--- src/rtl/bb_txrx_cfg.svh ---
`ifndef BB_TXRX_CFG_SVH
`define BB_TXRX_CFG_SVH

// ****************************************
// Register addresses
// ****************************************
`define ADDR_SHORT_PRE 8'h06
`define ADDR_LONG_PRE 8'h08
`define ADDR_SIGNAL 8'h0a
`define ADDR_SERVICE 8'h0c
`define ADDR_LEN_HI 8'h0e
`define ADDR_LEN_LO 8'h10
`define ADDR_TX_CFG 8'h12
`define ADDR_RX_CFG 8'h14
`define ADDR_RXTX_CFG 8'h16
`define NUM_REGS 9
`define REG_RESET 8'h00

// ****************************************
// Register indices inside the bank
// ****************************************
`define IDX_SHORT_PRE 4'h0
`define IDX_LONG_PRE 4'h1
`define IDX_SIGNAL 4'h2
`define IDX_SERVICE 4'h3
`define IDX_LEN_HI 4'h4
`define IDX_LEN_LO 4'h5
`define IDX_TX_CFG 4'h6
`define IDX_RX_CFG 4'h7
`define IDX_RXTX_CFG 4'h8
`define IDX_NONE 4'hf

// ****************************************
// Field positions
// ****************************************
`define SIG_JAPAN 4
`define SIG_SHORT 3
`define TX_SAMPLE_TIME 7
`define TX_CCA_HI 6
`define TX_CCA_LO 5
`define TX_TEST_SEL 4
`define TX_TEST_EN 3
`define TX_ANT_CHOICE 2
`define TX_DIVERSITY 1
`define TX_COVER_DIS 0
`define RX_AGC_FREEZE 7
`define RX_EST_CLK 6
`define RX_ISI_DIS 5
`define RX_ICI_DIS 4
`define RX_READY_SFD 3
`define RX_SLOT_DIV 2
`define RX_ANT_CHOICE 1
`define RX_SINGLE 0
`define RT_CONT_CLK 7
`define RT_SHORT_TEST 4
`define RT_CCA_SAMPLED 3

// ****************************************
// Timing
// ****************************************
`define CLK_PERIOD_NS 10
`define PA_RAMP_SYMBOLS 9'h002
`define SLOT_NS 20000
`define SAMPLE_LATE_NS 18700
`define SAMPLE_EARLY_NS 15800
`define SLOT_CYC (`SLOT_NS / `CLK_PERIOD_NS)
`define SAMPLE_LATE_CYC ((`SAMPLE_LATE_NS + `CLK_PERIOD_NS - 1) / `CLK_PERIOD_NS)
`define SAMPLE_EARLY_CYC ((`SAMPLE_EARLY_NS + `CLK_PERIOD_NS - 1) / `CLK_PERIOD_NS)

`endif

--- src/rtl/bb_txrx_pkg.sv ---
package bb_txrx_pkg;
    // Transmit rate encoding
    typedef enum logic [1:0] {
        RATE_1M_DBPSK = 2'b00,
        RATE_2M_DQPSK = 2'b01,
        RATE_5M5_CCK = 2'b10,
        RATE_11M_CCK = 2'b11
    } rate_e;
    // Channel assessment source selection
    typedef enum logic [1:0] {
        CCA_ENERGY = 2'b00,
        CCA_CARRIER = 2'b01,
        CCA_AND = 2'b10,
        CCA_OR = 2'b11
    } cca_mode_e;
    // Preamble sequencer states
    typedef enum logic [1:0] {
        PRE_IDLE = 2'b00,
        PRE_RUN = 2'b01,
        PRE_DONE = 2'b10
    } pre_state_e;
endpackage

--- src/rtl/baseband_txrx_config_regs.sv ---
// Operation
// - Short mode loads short length register unless test bit set
// - Two ramp symbols added to preamble
// - Long register for long or test
// - Mode bit picks long or short
// - Signal bit four picks filter set
// - Rate field selects code and modulation
// - Length field from high, low bytes
// - CCA mode combines energy, carrier, quality
// - Raw CCA follows, sampled once per slot
// - Sample point 18.7 or 15.8 us
// - Test mode sends alternating or ones
// - Transmit antenna fixed or last good
// - Bit zero disables cover code
// - AGC freeze holds gain in packet
// - Estimate clocks gated, continuous overrides
// - Equalizers bypassed when bit set
// - Data ready after CRC or SFD
// - Slot diversity stops in last half
// - Single antenna acquisition uses choice bit
`include "bb_txrx_cfg.svh"
`timescale 1ns/1ps
`default_nettype none

module baseband_txrx_config_regs
    import bb_txrx_pkg::*;
#(
    parameter int SLOT_CYCLES = `SLOT_CYC,
    parameter int LATE_CYCLES = `SAMPLE_LATE_CYC,
    parameter int EARLY_CYCLES = `SAMPLE_EARLY_CYC
)(
    // Clock, reset, enable
    input wire logic core_clk_i,
    input wire logic rst_i,
    input wire logic ce_i,
    // Register port
    input wire logic [7:0] reg_addr_i,
    input wire logic [7:0] reg_wdata_i,
    input wire logic reg_wr_i,
    input wire logic reg_rd_i,
    output logic [7:0] reg_rdata_o,
    // Transmit side
    input wire logic transmit_enable_input_i,
    input wire logic symbol_tick_i,
    input wire logic chip_tick_i,
    output logic preamble_active_o,
    output logic [8:0] preamble_count_o,
    output logic short_header_o,
    output rate_e tx_rate_o,
    output logic [7:0] tx_service_o,
    output logic [15:0] tx_length_o,
    output logic japan_weights_o,
    output logic cover_code_en_o,
    output logic tx_test_active_o,
    output logic tx_test_chip_o,
    // Channel assessment
    input wire logic energy_detect_i,
    input wire logic carrier_sense_flag_i,
    input wire logic signal_quality_flag_i,
    output logic cca_o,
    // Antenna
    input wire logic rx_header_crc_ok_i,
    input wire logic rx_antenna_i,
    input wire logic rx_diversity_antenna_i,
    output logic antenna_select_pin_o,
    // Receive side
    input wire logic rx_in_packet_i,
    input wire logic rx_detect_i,
    input wire logic rx_sfd_i,
    input wire logic rx_end_i,
    output logic agc_hold_o,
    output logic est_clk_en_o,
    output logic rx_clk_continuous_o,
    output logic isi_eq_en_o,
    output logic ici_eq_en_o,
    output logic rx_data_ready_out_o
);

    // ****************************************
    // Register bank
    // ****************************************
    logic [7:0] cfg_q [`NUM_REGS]; // Stored configuration bytes

    // Map an address onto a bank index
    function automatic logic [3:0] reg_index(input logic [7:0] addr);
        case (addr)
            `ADDR_SHORT_PRE: reg_index = `IDX_SHORT_PRE;
            `ADDR_LONG_PRE: reg_index = `IDX_LONG_PRE;
            `ADDR_SIGNAL: reg_index = `IDX_SIGNAL;
            `ADDR_SERVICE: reg_index = `IDX_SERVICE;
            `ADDR_LEN_HI: reg_index = `IDX_LEN_HI;
            `ADDR_LEN_LO: reg_index = `IDX_LEN_LO;
            `ADDR_TX_CFG: reg_index = `IDX_TX_CFG;
            `ADDR_RX_CFG: reg_index = `IDX_RX_CFG;
            `ADDR_RXTX_CFG: reg_index = `IDX_RXTX_CFG;
            default: reg_index = `IDX_NONE;
        endcase
    endfunction

    // One storage byte per register; all bits kept
    for (genvar g = 0; g < `NUM_REGS; g++)
    begin : g_reg
        always_ff @(posedge core_clk_i or posedge rst_i)
        begin
            if (rst_i)
                cfg_q[g] <= `REG_RESET;
            else if (ce_i && reg_wr_i && reg_index(reg_addr_i) == 4'(g))
                cfg_q[g] <= reg_wdata_i;
        end
    end

    // Read data, zero for unmapped addresses
    always_ff @(posedge core_clk_i or posedge rst_i)
    begin
        if (rst_i)
            reg_rdata_o <= `REG_RESET;
        else if (ce_i && reg_rd_i)
        begin
            if (reg_index(reg_addr_i) == `IDX_NONE)
                reg_rdata_o <= `REG_RESET;
            else
                reg_rdata_o <= cfg_q[reg_index(reg_addr_i)];
        end
    end

    // Field views
    logic [7:0] sig_w; // Signal field byte
    logic [7:0] txc_w; // Transmit configure byte
    logic [7:0] rxc_w; // Receive configure byte
    logic [7:0] rtc_w; // Shared configure byte
    logic use_long_w; // Long length register in use
    logic [8:0] pre_len_w; // Symbols incl. ramp
    logic cca_raw_w; // Combined assessment
    logic tx_edge_w; // Transmit enable rising
    logic tx_en_q; // Delayed transmit enable
    assign sig_w = cfg_q[`IDX_SIGNAL];
    assign txc_w = cfg_q[`IDX_TX_CFG];
    assign rxc_w = cfg_q[`IDX_RX_CFG];
    assign rtc_w = cfg_q[`IDX_RXTX_CFG];
    assign use_long_w = !sig_w[`SIG_SHORT] || rtc_w[`RT_SHORT_TEST];
    assign pre_len_w = {1'b0, use_long_w ? cfg_q[`IDX_LONG_PRE] : cfg_q[`IDX_SHORT_PRE]} + `PA_RAMP_SYMBOLS;
    assign tx_edge_w = transmit_enable_input_i && !tx_en_q;

    // ****************************************
    // Preamble sequencer
    // ****************************************
    pre_state_e pre_state_q; // Sequencer state

    // Load on transmit start, count down per symbol
    always_ff @(posedge core_clk_i or posedge rst_i)
    begin
        if (rst_i)
        begin
            pre_state_q <= PRE_IDLE;
            preamble_count_o <= 9'h000;
            preamble_active_o <= 1'b0;
            tx_en_q <= 1'b0;
        end
        else if (ce_i)
        begin
            tx_en_q <= transmit_enable_input_i;
            case (pre_state_q)
                PRE_IDLE:
                    if (tx_edge_w)
                    begin
                        preamble_count_o <= pre_len_w;
                        preamble_active_o <= 1'b1;
                        pre_state_q <= PRE_RUN;
                    end
                PRE_RUN:
                    // Enable dropped mid preamble: abandon the count
                    if (!transmit_enable_input_i)
                    begin
                        pre_state_q <= PRE_IDLE;
                        preamble_active_o <= 1'b0;
                    end
                    else if (symbol_tick_i)
                    begin
                        preamble_count_o <= preamble_count_o - 9'h001;
                        if (preamble_count_o == 9'h001)
                        begin
                            pre_state_q <= PRE_DONE;
                            preamble_active_o <= 1'b0;
                        end
                    end
                PRE_DONE:
                    if (!transmit_enable_input_i)
                        pre_state_q <= PRE_IDLE;
                default:
                begin
                    pre_state_q <= PRE_IDLE;
                    preamble_active_o <= 1'b0;
                end
            endcase
        end
    end

    // ****************************************
    // Transmit header and modes
    // ****************************************
    // Registered copies of the transmit fields
    always_ff @(posedge core_clk_i or posedge rst_i)
    begin
        if (rst_i)
        begin
            short_header_o <= 1'b0;
            tx_rate_o <= RATE_1M_DBPSK;
            tx_service_o <= `REG_RESET;
            tx_length_o <= 16'h0000;
            japan_weights_o <= 1'b0;
            cover_code_en_o <= 1'b0;
            tx_test_active_o <= 1'b0;
        end
        else if (ce_i)
        begin
            short_header_o <= !use_long_w;
            tx_rate_o <= rate_e'(sig_w[1:0]);
            tx_service_o <= cfg_q[`IDX_SERVICE];
            tx_length_o <= {cfg_q[`IDX_LEN_HI], cfg_q[`IDX_LEN_LO]};
            japan_weights_o <= sig_w[`SIG_JAPAN];
            cover_code_en_o <= !txc_w[`TX_COVER_DIS];
            tx_test_active_o <= txc_w[`TX_TEST_EN];
        end
    end

    // Test chip stream: alternating or constant ones
    always_ff @(posedge core_clk_i or posedge rst_i)
    begin
        if (rst_i)
            tx_test_chip_o <= 1'b0;
        else if (ce_i && txc_w[`TX_TEST_EN])
        begin
            if (txc_w[`TX_TEST_SEL])
                tx_test_chip_o <= 1'b1;
            else if (chip_tick_i)
                tx_test_chip_o <= !tx_test_chip_o;
        end
    end

    // ****************************************
    // Channel assessment
    // ****************************************
    logic [11:0] slot_cnt_q; // Position inside slot
    logic sample_pt_w; // Sampling instant

    always_comb
    begin
        case (cca_mode_e'(txc_w[`TX_CCA_HI:`TX_CCA_LO]))
            CCA_ENERGY: cca_raw_w = energy_detect_i;
            CCA_CARRIER: cca_raw_w = carrier_sense_flag_i || signal_quality_flag_i;
            CCA_AND: cca_raw_w = energy_detect_i && (carrier_sense_flag_i || signal_quality_flag_i);
            CCA_OR: cca_raw_w = energy_detect_i || carrier_sense_flag_i || signal_quality_flag_i;
            default: cca_raw_w = energy_detect_i;
        endcase
    end

    // Free running slot timer
    always_ff @(posedge core_clk_i or posedge rst_i)
    begin
        if (rst_i)
            slot_cnt_q <= 12'h000;
        else if (ce_i)
            slot_cnt_q <= (slot_cnt_q == 12'(SLOT_CYCLES - 1)) ? 12'h000 : slot_cnt_q + 12'h001;
    end

    assign sample_pt_w = slot_cnt_q == 12'(txc_w[`TX_SAMPLE_TIME] ? EARLY_CYCLES : LATE_CYCLES);

    // raw follows, sampled once per slot
    always_ff @(posedge core_clk_i or posedge rst_i)
    begin
        if (rst_i)
            cca_o <= 1'b0;
        else if (ce_i && (!rtc_w[`RT_CCA_SAMPLED] || sample_pt_w))
            cca_o <= cca_raw_w;
    end

    // ****************************************
    // Antenna selection
    // ****************************************
    logic last_good_ant_q; // Antenna of last good header

    // Remember antenna of last valid header
    always_ff @(posedge core_clk_i or posedge rst_i)
    begin
        if (rst_i)
            last_good_ant_q <= 1'b0;
        else if (ce_i && rx_header_crc_ok_i)
            last_good_ant_q <= rx_antenna_i;
    end

    // Drive the select pin for transmit or receive
    always_ff @(posedge core_clk_i or posedge rst_i)
    begin
        if (rst_i)
            antenna_select_pin_o <= 1'b0;
        else if (ce_i)
        begin
            if (transmit_enable_input_i)
                antenna_select_pin_o <= txc_w[`TX_DIVERSITY] ? last_good_ant_q : txc_w[`TX_ANT_CHOICE];
            else if (rxc_w[`RX_SINGLE])
                antenna_select_pin_o <= rxc_w[`RX_ANT_CHOICE];
            // hold in last half of slot
            else if (!(rxc_w[`RX_SLOT_DIV] && slot_cnt_q >= 12'(SLOT_CYCLES / 2)))
                antenna_select_pin_o <= rx_diversity_antenna_i;
        end
    end

    // ****************************************
    // Receive controls
    // ****************************************
    // Gain hold, clock gating and equalizer enables
    always_ff @(posedge core_clk_i or posedge rst_i)
    begin
        if (rst_i)
        begin
            agc_hold_o <= 1'b0;
            est_clk_en_o <= 1'b0;
            rx_clk_continuous_o <= 1'b0;
            isi_eq_en_o <= 1'b0;
            ici_eq_en_o <= 1'b0;
        end
        else if (ce_i)
        begin
            agc_hold_o <= rxc_w[`RX_AGC_FREEZE] && rx_in_packet_i;
            est_clk_en_o <= rtc_w[`RT_CONT_CLK] || !rxc_w[`RX_EST_CLK] || rx_detect_i;
            rx_clk_continuous_o <= rtc_w[`RT_CONT_CLK];
            isi_eq_en_o <= !rxc_w[`RX_ISI_DIS];
            ici_eq_en_o <= !rxc_w[`RX_ICI_DIS];
        end
    end

    // Data ready: set on chosen event, cleared at frame end; set wins
    always_ff @(posedge core_clk_i or posedge rst_i)
    begin
        if (rst_i)
            rx_data_ready_out_o <= 1'b0;
        else if (ce_i && (rxc_w[`RX_READY_SFD] ? rx_sfd_i : rx_header_crc_ok_i))
            rx_data_ready_out_o <= 1'b1;
        else if (ce_i && rx_end_i)
            rx_data_ready_out_o <= 1'b0;
    end
endmodule

`default_nettype wire

--- config.mk ---
export PLATFORM = sky130hd
export DESIGN_NAME = baseband_txrx_config_regs
export DESIGN_NICKNAME = d
export VERILOG_FILES = /design/src/rtl/bb_txrx_pkg.sv /design/src/rtl/baseband_txrx_config_regs.sv
export VERILOG_INCLUDE_DIRS = /design/src /design/src/rtl
export SDC_FILE = /design/constraint.sdc
export NUM_CORES = 1
export LEC_CHECK = 0
export ABC_CLOCK_PERIOD_IN_PS = 3750
export BUFFER_PORTS_ARGS = -buffer_cell sky130_fd_sc_hd__buf_2
export CAP_MARGIN = 20
export CORE_MARGIN = 2
export CORE_UTILIZATION = 42
export DETAILED_ROUTE_END_ITERATION = 8
export GPL_ROUTABILITY_DRIVEN = 1
export PLACE_DENSITY = 0.64
export SYNTH_ARGS = -nofsm -noshare
export SYNTH_HDL_FRONTEND = slang
export SYNTH_SLANG_ARGS = --single-unit
--- constraint.sdc ---
create_clock -name core_clk_i -period 3.75 [get_ports core_clk_i]
set_input_delay 0 -clock core_clk_i [delete_from_list [all_inputs] [get_ports core_clk_i]]
set_output_delay 0 -clock core_clk_i [all_outputs]
set_load 0.02 [all_outputs]
[After elaboration in Yosys (flattened, before gate mapping)]
Memories as Yosys holds them, arrays and structs flattened.
Cells that the tools add are included.
Word-level totals
  register bits: 145
  latch bits: 0
  RAM bits: 0
  ROM bits: 1408
  input bits: 34
  output and inout bits: 57
  logic and storage cells: 168
  memories kept: 11
Memories
  (no name shown): words 32, bits a word 4, read ports 1, clocked after memory_dff 0, wr ports 0, line baseband_txrx_config_regs.sv:86  | case (addr)
  (no name shown): words 32, bits a word 4, read ports 1, clocked after memory_dff 0, wr ports 0, line baseband_txrx_config_regs.sv:86
  (no name shown): words 32, bits a word 4, read ports 1, clocked after memory_dff 0, wr ports 0, line baseband_txrx_config_regs.sv:86
  (no name shown): words 32, bits a word 4, read ports 1, clocked after memory_dff 0, wr ports 0, line baseband_txrx_config_regs.sv:86
  (no name shown): words 32, bits a word 4, read ports 1, clocked after memory_dff 0, wr ports 0, line baseband_txrx_config_regs.sv:86
  (no name shown): words 32, bits a word 4, read ports 1, clocked after memory_dff 0, wr ports 0, line baseband_txrx_config_regs.sv:86
  5 more memories
Cells by class
  add/subtract/negate cells: 3
  multiply operators: 0
  div/mod/pow operators: 0
  order comparisons: 2
  eq/ne operators: 24
  shift operators: 0
  muxes and demuxes: 46
  bitwise gates (word level): 2
  reductions and logical operators: 48
Operators by type and width (number)
  $mux 4: 14
  $mux 9: 4
  $bmux 8 s4: 1
  $mux 8: 4
  $logic_and 1x1->1: 20
  $pmux 9 s2: 1
  $eq 4x3->1 const B: 4
  $reduce_and 5->1: 3
  $mux 1: 13
  $add 12x1->12 const B: 1
  $eq 12x11->1: 1
  $eq 12x11->1 const B: 1
  $ge 12x10->1 const B: 1
  $mux 12: 1
  $mux 2: 5
  $add 8x2->9 const B: 1
  $eq 9x1->1 const B: 1
  $logic_not 1->1: 9
  $ne 3x3->1 const B: 3
  $sub 9x1->9 const B: 1
  $eq 4x2->1 const B: 2
  $eq 4x4->1 const B: 2
  $ne 2x2->1 const B: 4
  $logic_or 1x1->1: 7
  other kinds (14): 21

[Longest topological paths before layout]
Gate-level depths: netlist of the first run.
  word-level depth: 11
  gate-level depth with buffers: 8

[Worst setup path before layout of the first run]
Ideal clock, no wire load.
  kind: register -> register
  from: register cfg_q (netlist bit rtc_w[4])
  to: register preamble_count_o[5]
  setup time: 0.083 ns
  arrival time: 2.044 ns
  required time: 3.667 ns
  slack: 1.624 ns
  cell stages (with the launch flop): 8
  buffers on the path: 1
  cell sequence: dfrtp_1 > nor2b_1 > buf_1 > mux2_2 > ha_1 > nor3b_1 > xor2_1 > o21ai_0
On the way
  cells in the longest elaborated chain, start to end: 5
Ends and longest elaborated chain
  start: declaration: line baseband_txrx_config_regs.sv:82  | logic [7:0] cfg_q [`NUM_REGS];
  start signal: indexed assignment: line baseband_txrx_config_regs.sv:106  | cfg_q[g] <= `REG_RESET;
  start signal: indexed assignment: line baseband_txrx_config_regs.sv:108  | cfg_q[g] <= reg_wdata_i;
  $logic_or 1x1->1: line baseband_txrx_config_regs.sv:140  | assign use_long_w = !sig_w[`SIG_SHORT] || rtc_w[`RT_SHORT_TEST];
  $mux 8: line baseband_txrx_config_regs.sv:141  | assign pre_len_w = {1'b0, use_long_w ? cfg_q[`IDX_LONG_PRE] : cfg_q[`IDX_SHORT_PRE]} + `PA_RAMP_SYMBOLS;
  $add 8x2->9 (no source line)
  $mux 9: line baseband_txrx_config_regs.sv:164  | if (tx_edge_w)
  $pmux 9 s2: line baseband_txrx_config_regs.sv:162  | case (pre_state_q)
  end signal: assignment: line baseband_txrx_config_regs.sv:166  | preamble_count_o <= pre_len_w;
  end signal: assignment: line baseband_txrx_config_regs.sv:179  | preamble_count_o <= preamble_count_o - 9'h001;
  end: declaration: line baseband_txrx_config_regs.sv:47  | output logic [8:0] preamble_count_o,
No other way between the ends. The select of a mux whose other input is x is not followed.
A chain may end at the register's enable or synchronous reset.

[Final worst setup path of the first run]
  from: input port reg_addr_i[1]
  to: register reg_rdata_o[3]
On the way
  cells in the longest elaborated chain, start to end: 9
  elaborated cells on any way between the ends: 13
Ends and longest elaborated chain
  start: declaration: line baseband_txrx_config_regs.sv:37  | input wire logic [7:0] reg_addr_i,
  $mem_v2 32x4
  $mux 4: line baseband_txrx_config_regs.sv:86
  $mux 4: line baseband_txrx_config_regs.sv:119  | if (reg_index(reg_addr_i) == `IDX_NONE)
  $mux 4: line baseband_txrx_config_regs.sv:117  | else if (ce_i && reg_rd_i)
  $not 4->5 (not written as such): line baseband_txrx_config_regs.sv:122  | reg_rdata_o <= cfg_q[reg_index(reg_addr_i)];
  $bmux 8 s4: line baseband_txrx_config_regs.sv:122
  $mux 8 (not written as such) (2 in series): line baseband_txrx_config_regs.sv:122
  $mux 8 (*): line baseband_txrx_config_regs.sv:119
  end signal: assignment: line baseband_txrx_config_regs.sv:116  | reg_rdata_o <= `REG_RESET;
  end signal: assignment: line baseband_txrx_config_regs.sv:120  | reg_rdata_o <= `REG_RESET;
  end signal: assignment: line baseband_txrx_config_regs.sv:122
  end: declaration: line baseband_txrx_config_regs.sv:41  | output logic [7:0] reg_rdata_o,
Every way passes the cells marked *; elsewhere a longest branch is shown, timed or not. The select of a mux whose other input is x is not followed.

==> results of run 1 <==
metal layers:
metal | up-vias | wire length, microns
met1 | 2663 | 8640
li1 | 2456 | -
met5 | - | 0
met2 | 241 | 8230
met3 | 35 | 1290
met4 | 0 | 453
registers in the layout, summed over array words and instances, names as in the netlist, 2 cells and up:
| register | flops |
|---|---|
| preamble_count_o | 9 |
| rtc_w | 8 |
| sig_w | 8 |
| reg_rdata_o | 8 |
| slot_cnt_q | 12 |
| tx_service_o | 8 |
| rxc_w | 8 |
| pre_state_q | 2 |
| tx_rate_o | 2 |
| txc_w | 8 |
| cfg_q | 40 |
| tx_length_o | 16 |
cell usage in the layout, fill, tap and decap left out, types with 4 or more instances in the layout:
cell | synthesis | layout
dfrtp_1 | 145 | 145
mux2_2 | 99 | 99
buf_2 | 5 | 90
nand2_1 | 52 | 52
o21ai_0 | 33 | 33
nor2_1 | 32 | 32
a21oi_1 | 24 | 24
clkbuf_16 | 0 | 17
o22ai_1 | 15 | 15
and3_1 | 14 | 14
inv_1 | 14 | 13
mux2i_1 | 13 | 13
nand3_1 | 12 | 12
dlygate4sd3_1 | 0 | 12
a2111oi_0 | 8 | 8
mux2_4 | 8 | 8
nor3_1 | 7 | 7
a32o_1 | 7 | 7
xor2_1 | 7 | 7
xnor2_1 | 6 | 6
a311oi_1 | 6 | 6
bufinv_16 | 0 | 6
nor2b_1 | 5 | 5
or2_2 | 5 | 5
nand2b_1 | 5 | 5
ha_1 | 5 | 5
nor4bb_1 | 4 | 4
nand4_1 | 4 | 4
and2_1 | 4 | 4
buf_4 | 0 | 4
Yosys cell counts (3+ instances only):
cell       number  share of area (%)
a21oi_1        24                1.7
a32oi_1         3               0.37
o22ai_1        15                1.3
nand4_1         4               0.35
mux2i_1        13                1.8
a32o_1          7               0.99
nor2_1         32                1.7
nor2b_1         5               0.44
nand3_1        12               0.85
and2_1          4               0.35
nand2b_1        5               0.44
mux2_4          8                1.7
nor3b_1         3               0.32
buf_2           5               0.35
ha_1            5               0.89
nor4_4          3               0.91
and3_1         14                1.2
nor4bb_1        4               0.57
a311oi_1        6               0.75
clkbuf_1       19                1.0
nand2_1        52                2.8
a2111oi_0       8               0.99
nor3_1          7               0.50
inv_1          14               0.75
dfrtp_1       145                 51
o211ai_1        3               0.32
xor2_1          7               0.87
or2_2           5               0.44
mux2_2         99                 16
o21ai_0        33                2.3
xnor2_1         6               0.75
area by class of cell:
type                       count  area (sq um)
fill                        1432          8010
inverter                      14          56.3
sequential                   145          3630
clock buffer                  19           453
multi-input combinational    425          3250
clock inverter                13           231
timing repair buffer         107           621
tap                          220           275
critical path, stage by stage:
cell and delay, ps:
buf_2 170, nor2b_1 500, nand2_1 550, a2111oi_0 640, o21ai_0 260, a32o_1 290
metrics by stage:
step / power (W) / worst slack (ps) / instances
2_1_floorplan: 0.00222 / 1620 / 611
3_3_place_gp: 0.00241 / 1350 / 899
3_5_place_dp: 0.00244 / 1290 / 899
4_1_cts: 0.00441 / 1670 / 943
5_1_grt: 0.00457 / 1480 / 943
6_report: 0.00438 / 1640 / 943
cells by family (layout without fill, tap and decap cells):
family	Yosys count	count (layout)	synth area share, %
adders and majority gates	5	5	0.887
xor gates and xnor gates	13	13	1.61
buffers and inverters	41	153	2.38
DFF	145	145	51.5
and+or+nand+nor	166	166	12.8
AOI/OAI and AO/OA	121	121	11.5
muxes	120	120	19.4
timing repair:
action | in CTS | in global routing
setup endpoints to repair | 0 | 0
hold buffers | 12 | 0
endpoints found under the hold margin | 49 | 0
how the worst max path moves through the flow:
stage                   from             endpoint  slack (ps)  cells after the start
2_1_floorplan       rtc_w[4]  preamble_count_o[5]        1620                      7
3_3_place_gp   reg_addr_i[4]             txc_w[5]        1350                      5
3_5_place_dp   reg_addr_i[4]             txc_w[0]        1290                      5
4_1_cts        slot_cnt_q[4]        slot_cnt_q[7]        1670                      4
5_1_grt        slot_cnt_q[4]        slot_cnt_q[7]        1480                      4
6_report       reg_addr_i[1]       reg_rdata_o[3]        1640                      6
power by group through the flow:
stage	Combinational (W)	Clock, W	Sequential (W)
finish	0.000609	0.00196	0.00182
global route	0.000676	0.00206	0.00184
CTS	0.000612	0.00198	0.00181
detailed placement	0.000596	0	0.00184
global placement	0.000581	0	0.00183
floorplan	0.000341	0	0.00188
==> qor.txt, run 1 <==
Period utilisation layout -> 56.3%
RSZ-0062 raised after global routing -> false
Clock slew at reported path FFs -> 60 ps
Syn_nets -> 650
Die span in x -> 134 microns
Final Hold Violating Endpoints -> 0
Hpwl dp -> 13.0 mm
Tot GR Track Use -> 21.9%
Comb power frac -> 13.9%
Status -> finished, final reports clean
Hold Path Sink -> cca_o
Crit path DAT -> 2420 ps
Hold Startpoint -> energy_detect_i
Die height -> 134 microns
H-tree levels -> 4
Power Internal -> 0.00320 W
FF-to-FF setup slack -> 1650 ps
Initial core utilization -> 42.7%
PwrDens -> 514 nW/um^2
WL per Instance -> 19.7 microns
Met3 Use GR -> 6.35%
GRT met2 Usage -> 32.0%
CTS max path bufs -> 2
CP endpoint kind -> flip-flop
# DRC -> 0
Core region area -> 16500 sq um
Cells on worst reg2reg path -> 4
Count of cell types in the netlist -> 59
Synthesized area -> 7050 sq um
Resize count post-CTS -> 0
Sequential share of power -> 41.4%
Clk Latency, worst-skew pair -> 430 ps
Actual slew at the worst max-slew pin -> 929 ps
Area delta synth->final -> 20.8%
Root buf cell -> clkbuf_16
Clk_skew -> 4.38 ps
N_diodes -> 0
Vias per Instance -> 5.72
Final WL -> 18.6 mm
Dominant synthesized flop cell -> dfrtp_1
Rel. slew slack -> 38.1%
Number of buffers created by CTS -> 17
Leakage power -> 4.07 nW
Num rows -> 47
Die area -> 17800 sq um
Pre-Repair DR Iteration Count -> 5
Via count -> 5395
Avg Inst Size Synth -> 11.5 sq um
Async SR Flop Fraction -> 100%
Most Crowded Layer GR -> met2
Fin util -> 51.6%
I/O pin cnt -> 91
Crit path kind -> in -> reg
Layout cells sized above 1 -> 34.3%
Initial antenna violation count -> 0
First-pass GRT wire length -> 30.1 mm
Seq cells post-synth -> 145
Dpl cell area -> 7710 sq um
Yosys warning count -> 0
Post-synth EDFFs -> 0
CP Launch Type -> primary input
Hold Path Depth -> 4
Vias in the first global route -> 5317
Sw power -> 0.00119 W
Syn Inst Count -> 611
Setup TNS -> 0 ps
Fin. max-slew vios -> 0
Register area share after synthesis -> 51.5%
GR Util met1 -> 30.9%
ANT nets after route -> 0
Port-buffer cells -> 90
Tmin final -> 2110 ps
Switching Share -> 27.1%
Nets -> 749
Gp weighted congestion -> 0.914
Fmax -> 0.474 GHz
CP Data Required Time -> 4060 ps
Hold/Removal Path Class -> in -> reg
Clock share of power -> 44.7%
Crit Reg-Reg Startpoint -> slot_cnt_q[4]
Largest net degree at the start of global routing -> 107
Initial DRC count -> 380
Max-cap viol count -> 0
TritonCTS Sinks -> 145
Worst vdd ir -> 0.000324 V
Setup Viol. Count Final -> 0
Overflow left after global routing -> 0
Reg2reg end -> slot_cnt_q[7]
CTS tree -> built
Postcts setup bufs -> 0
Critical path fanouts, max -> 18
Final instance area -> 8520 sq um
Worst hold slack -> 15.6 ps
No activity file was read; power rests on OpenSTA's default activity.
==> run 2, diff against run 1 <==
--- a/config.mk
+++ b/config.mk
@@ -6,7 +6,7 @@
 export SDC_FILE = /design/constraint.sdc
 export NUM_CORES = 1
 export LEC_CHECK = 0
-export ABC_CLOCK_PERIOD_IN_PS = 3750
+export ABC_CLOCK_PERIOD_IN_PS = 1900
 export BUFFER_PORTS_ARGS = -buffer_cell sky130_fd_sc_hd__buf_2
 export CAP_MARGIN = 20
 export CORE_MARGIN = 2
==> constraint.sdc (replaced) <==
create_clock -name core_clk_i -period 1.9 [get_ports core_clk_i]
set_input_delay 0 -clock core_clk_i [delete_from_list [all_inputs] [get_ports core_clk_i]]
set_output_delay 0 -clock core_clk_i [all_outputs]
set_load 0.02 [all_outputs]
==> run 2 against run 1 <==
  * Power grew 87%
  * Count of clock-buffer cells in the layout shrank 1
  * Utilization is 2.2 points higher
  * Combinational power rose by 130%
  * Final cell count rose by 5.5%
  * Routed wire length increased by 1.5%
  * Critical endpoint is now antenna_select_pin_o
  * Largest cell class unchanged
  * Largest power group is now registers
==> qor.txt, run 2 (synthesis results as in run 1) <==
# DRC -> 0 (unchanged)
Largest regs -> cfg_q (40), tx_length_o (16), slot_cnt_q (12)
Fin cells -> 995 (+5.5%)
PwrDens -> 925 nW/um^2 (+80%)
TritonCTS Sinks -> 145 (unchanged)
Tmin final -> 1830 ps
Cells along the critical path -> and3_1 > and3_1 > a211o_1 > a31oi_1 > mux2_2
Overflow left after global routing -> 0 (unchanged)
Die height -> 134 microns (unchanged)
Final instance area -> 8890 sq um (+4.3%)
Worst slack at placement -> -312 ps (-1600 ps)
Initial DRC count -> 285 (-25%)
Period utilisation layout -> 96.4%
Clk_skew -> 6.32 ps (+1.94 ps)
Setup Viol. Count Final -> 0 (unchanged)
Nets -> 801 (+6.9%)
CTS max path bufs -> 2 (unchanged)
Max-cap viol count -> 0 (unchanged)
Die span in x -> 134 microns (unchanged)
Largest net degree at the start of global routing -> 69 (-36%)
Fin. max-slew vios -> 0 (unchanged)
H-tree levels -> 4 (unchanged)
Core region area -> 16500 sq um (unchanged)
Initial antenna violation count -> 0 (unchanged)
CP endpoint kind -> flip-flop
Hpwl dp -> 13.7 mm (+5.6%)
Crit path kind -> reg -> reg
Gp weighted congestion -> 0.941 (+3.0%)
Number of buffers created by CTS -> 17 (unchanged)
Status -> finished, final reports clean
Final setup margin -> 68.9 ps (-1570 ps)
Largest reg by FF count -> cfg_q
Setup TNS -> 0 ps (unchanged)
CP Launch Type -> flip-flop
Hold/Removal Path Class -> in -> reg
N_diodes -> 0 (unchanged)
Postcts setup bufs -> 0 (unchanged)
Post-Place Cells -> 952 (+5.9%)
I/O pin cnt -> 91 (unchanged)
Vias per Instance -> 5.55 (-3.0%)
Fill cell count -> 1453 (+1.5%)
Layout cells sized above 1 -> 39.6% (+5.3 points)
Clk Latency, worst-skew pair -> 430 ps (about the same)
Clock slew at reported path FFs -> 70 ps (about the same)
Port-buffer cells -> 90 (unchanged)
Initial core utilization -> 42.7% (unchanged)
Worst vdd ir -> 0.000686 V (+110%)
Final Hold Violating Endpoints -> 0 (unchanged)
Commonest non-fill, non-tap cell in the layout -> dfrtp_1
Critical path fanouts, max -> 5 (-13)
Tot GR Track Use -> 21.8% (-0.085 points)
Pre-Repair DR Iteration Count -> 4 (-1)
Vias in the first global route -> 5439 (+2.3%)
Rel. slew slack -> 61.8% (+24 points)
Via count -> 5521 (+2.3%)
ANT nets after route -> 0 (unchanged)
Actual slew at the worst max-slew pin -> 572 ps (-357 ps)
Leakage power -> 4.30 nW (+5.7%)
Max FFs per register -> 40 (unchanged)
Crit path DAT -> 2140 ps (-280 ps)
Dpl cell area -> 8170 sq um (+5.8%)
Fmax -> 0.546 GHz
First-pass GRT wire length -> 30.2 mm (+0.30%)
Worst path most repeated cell -> and3_1
CTS tree -> built
CP Data Required Time -> 2210 ps (-1850 ps)
Critical Path Max Stage Delay -> 450 ps (-190 ps)
Die area -> 17800 sq um (unchanged)
Num rows -> 47 (unchanged)
Final WL -> 18.9 mm (+1.5%)
RSZ-0062 raised after global routing -> false
Slowest cell on the critical path -> dfrtp_1
WL per Instance -> 19.0 microns (-3.8%)
Most frequent cells in the layout -> dfrtp_1, mux2_2, buf_2
Area delta synth->final -> 26.0%
Root buf cell -> clkbuf_16
[run 2: layout make-up]
cell class / count / area [sq um] / share of cell area, %
Sequential cell: 145 / 3630 / 40.8
Multi-Input combinational cell: 425 / 3300 / 37.2
Timing Repair Buffer: 159 / 1050 / 11.8
Clock buffer: 18 / 429 / 4.83
Tap cell: 220 / 275 / 3.10
Clock inverter: 14 / 146 / 1.65
Inverter: 14 / 56.3 / 0.634
[run 2: where the power goes]
group,switching (W),internal [W]
clock network,0.00142,0.00185
logic,0.000805,0.000583
registers,0.000254,0.00331
[run 2: worst paths after layout]
kind / from / to / slack [ps] / cells after the start
max in group asynchronous: rst_i / preamble_count_o[0] / 980 / 4
min in group asynchronous: rst_i / sig_w[1] / 170 / 3
min: reg_wdata_i[4] / cfg_q[36] / 20 / 2
max: slot_cnt_q[7] / antenna_select_pin_o / 70 / 5
min reg2reg: rxc_w[5] / isi_eq_en_o / 490 / 1
max reg2reg: slot_cnt_q[7] / antenna_select_pin_o / 70 / 5
[run 2: per-stage QoR]
stage | hold WS, ps | total power (W) | utilization, %
floorplan | 148 | 0.00439 | -
global placement | 90.6 | 0.00489 | 49.4
detailed placement | 90.6 | 0.00495 | 49.4
CTS | 4.19 | 0.00826 | 53.6
global route | 17.5 | 0.00861 | 53.8
finish | 15.3 | 0.00822 | 53.8
[run 2: worst max-delay path: cells and delay by family (launching register included)]
family          cells  cell delay [ps]
flops               1              450
mux                 1              350
simple gates        2              440
compound gates      2              480
[run 2: metal layers]
metal  part of all wire [%]  GRT usage, %
met5                      0             0
met4                    1.8          6.86
met3                    5.4          4.19
met2                     46          33.9
met1                     46          30.9
[run 2: repair_timing]
item	CTS	global route
setup endpoints to repair	0	11
endpoints found under the hold margin	29	0
hold buffers	11	0
gates resized for setup	0	8
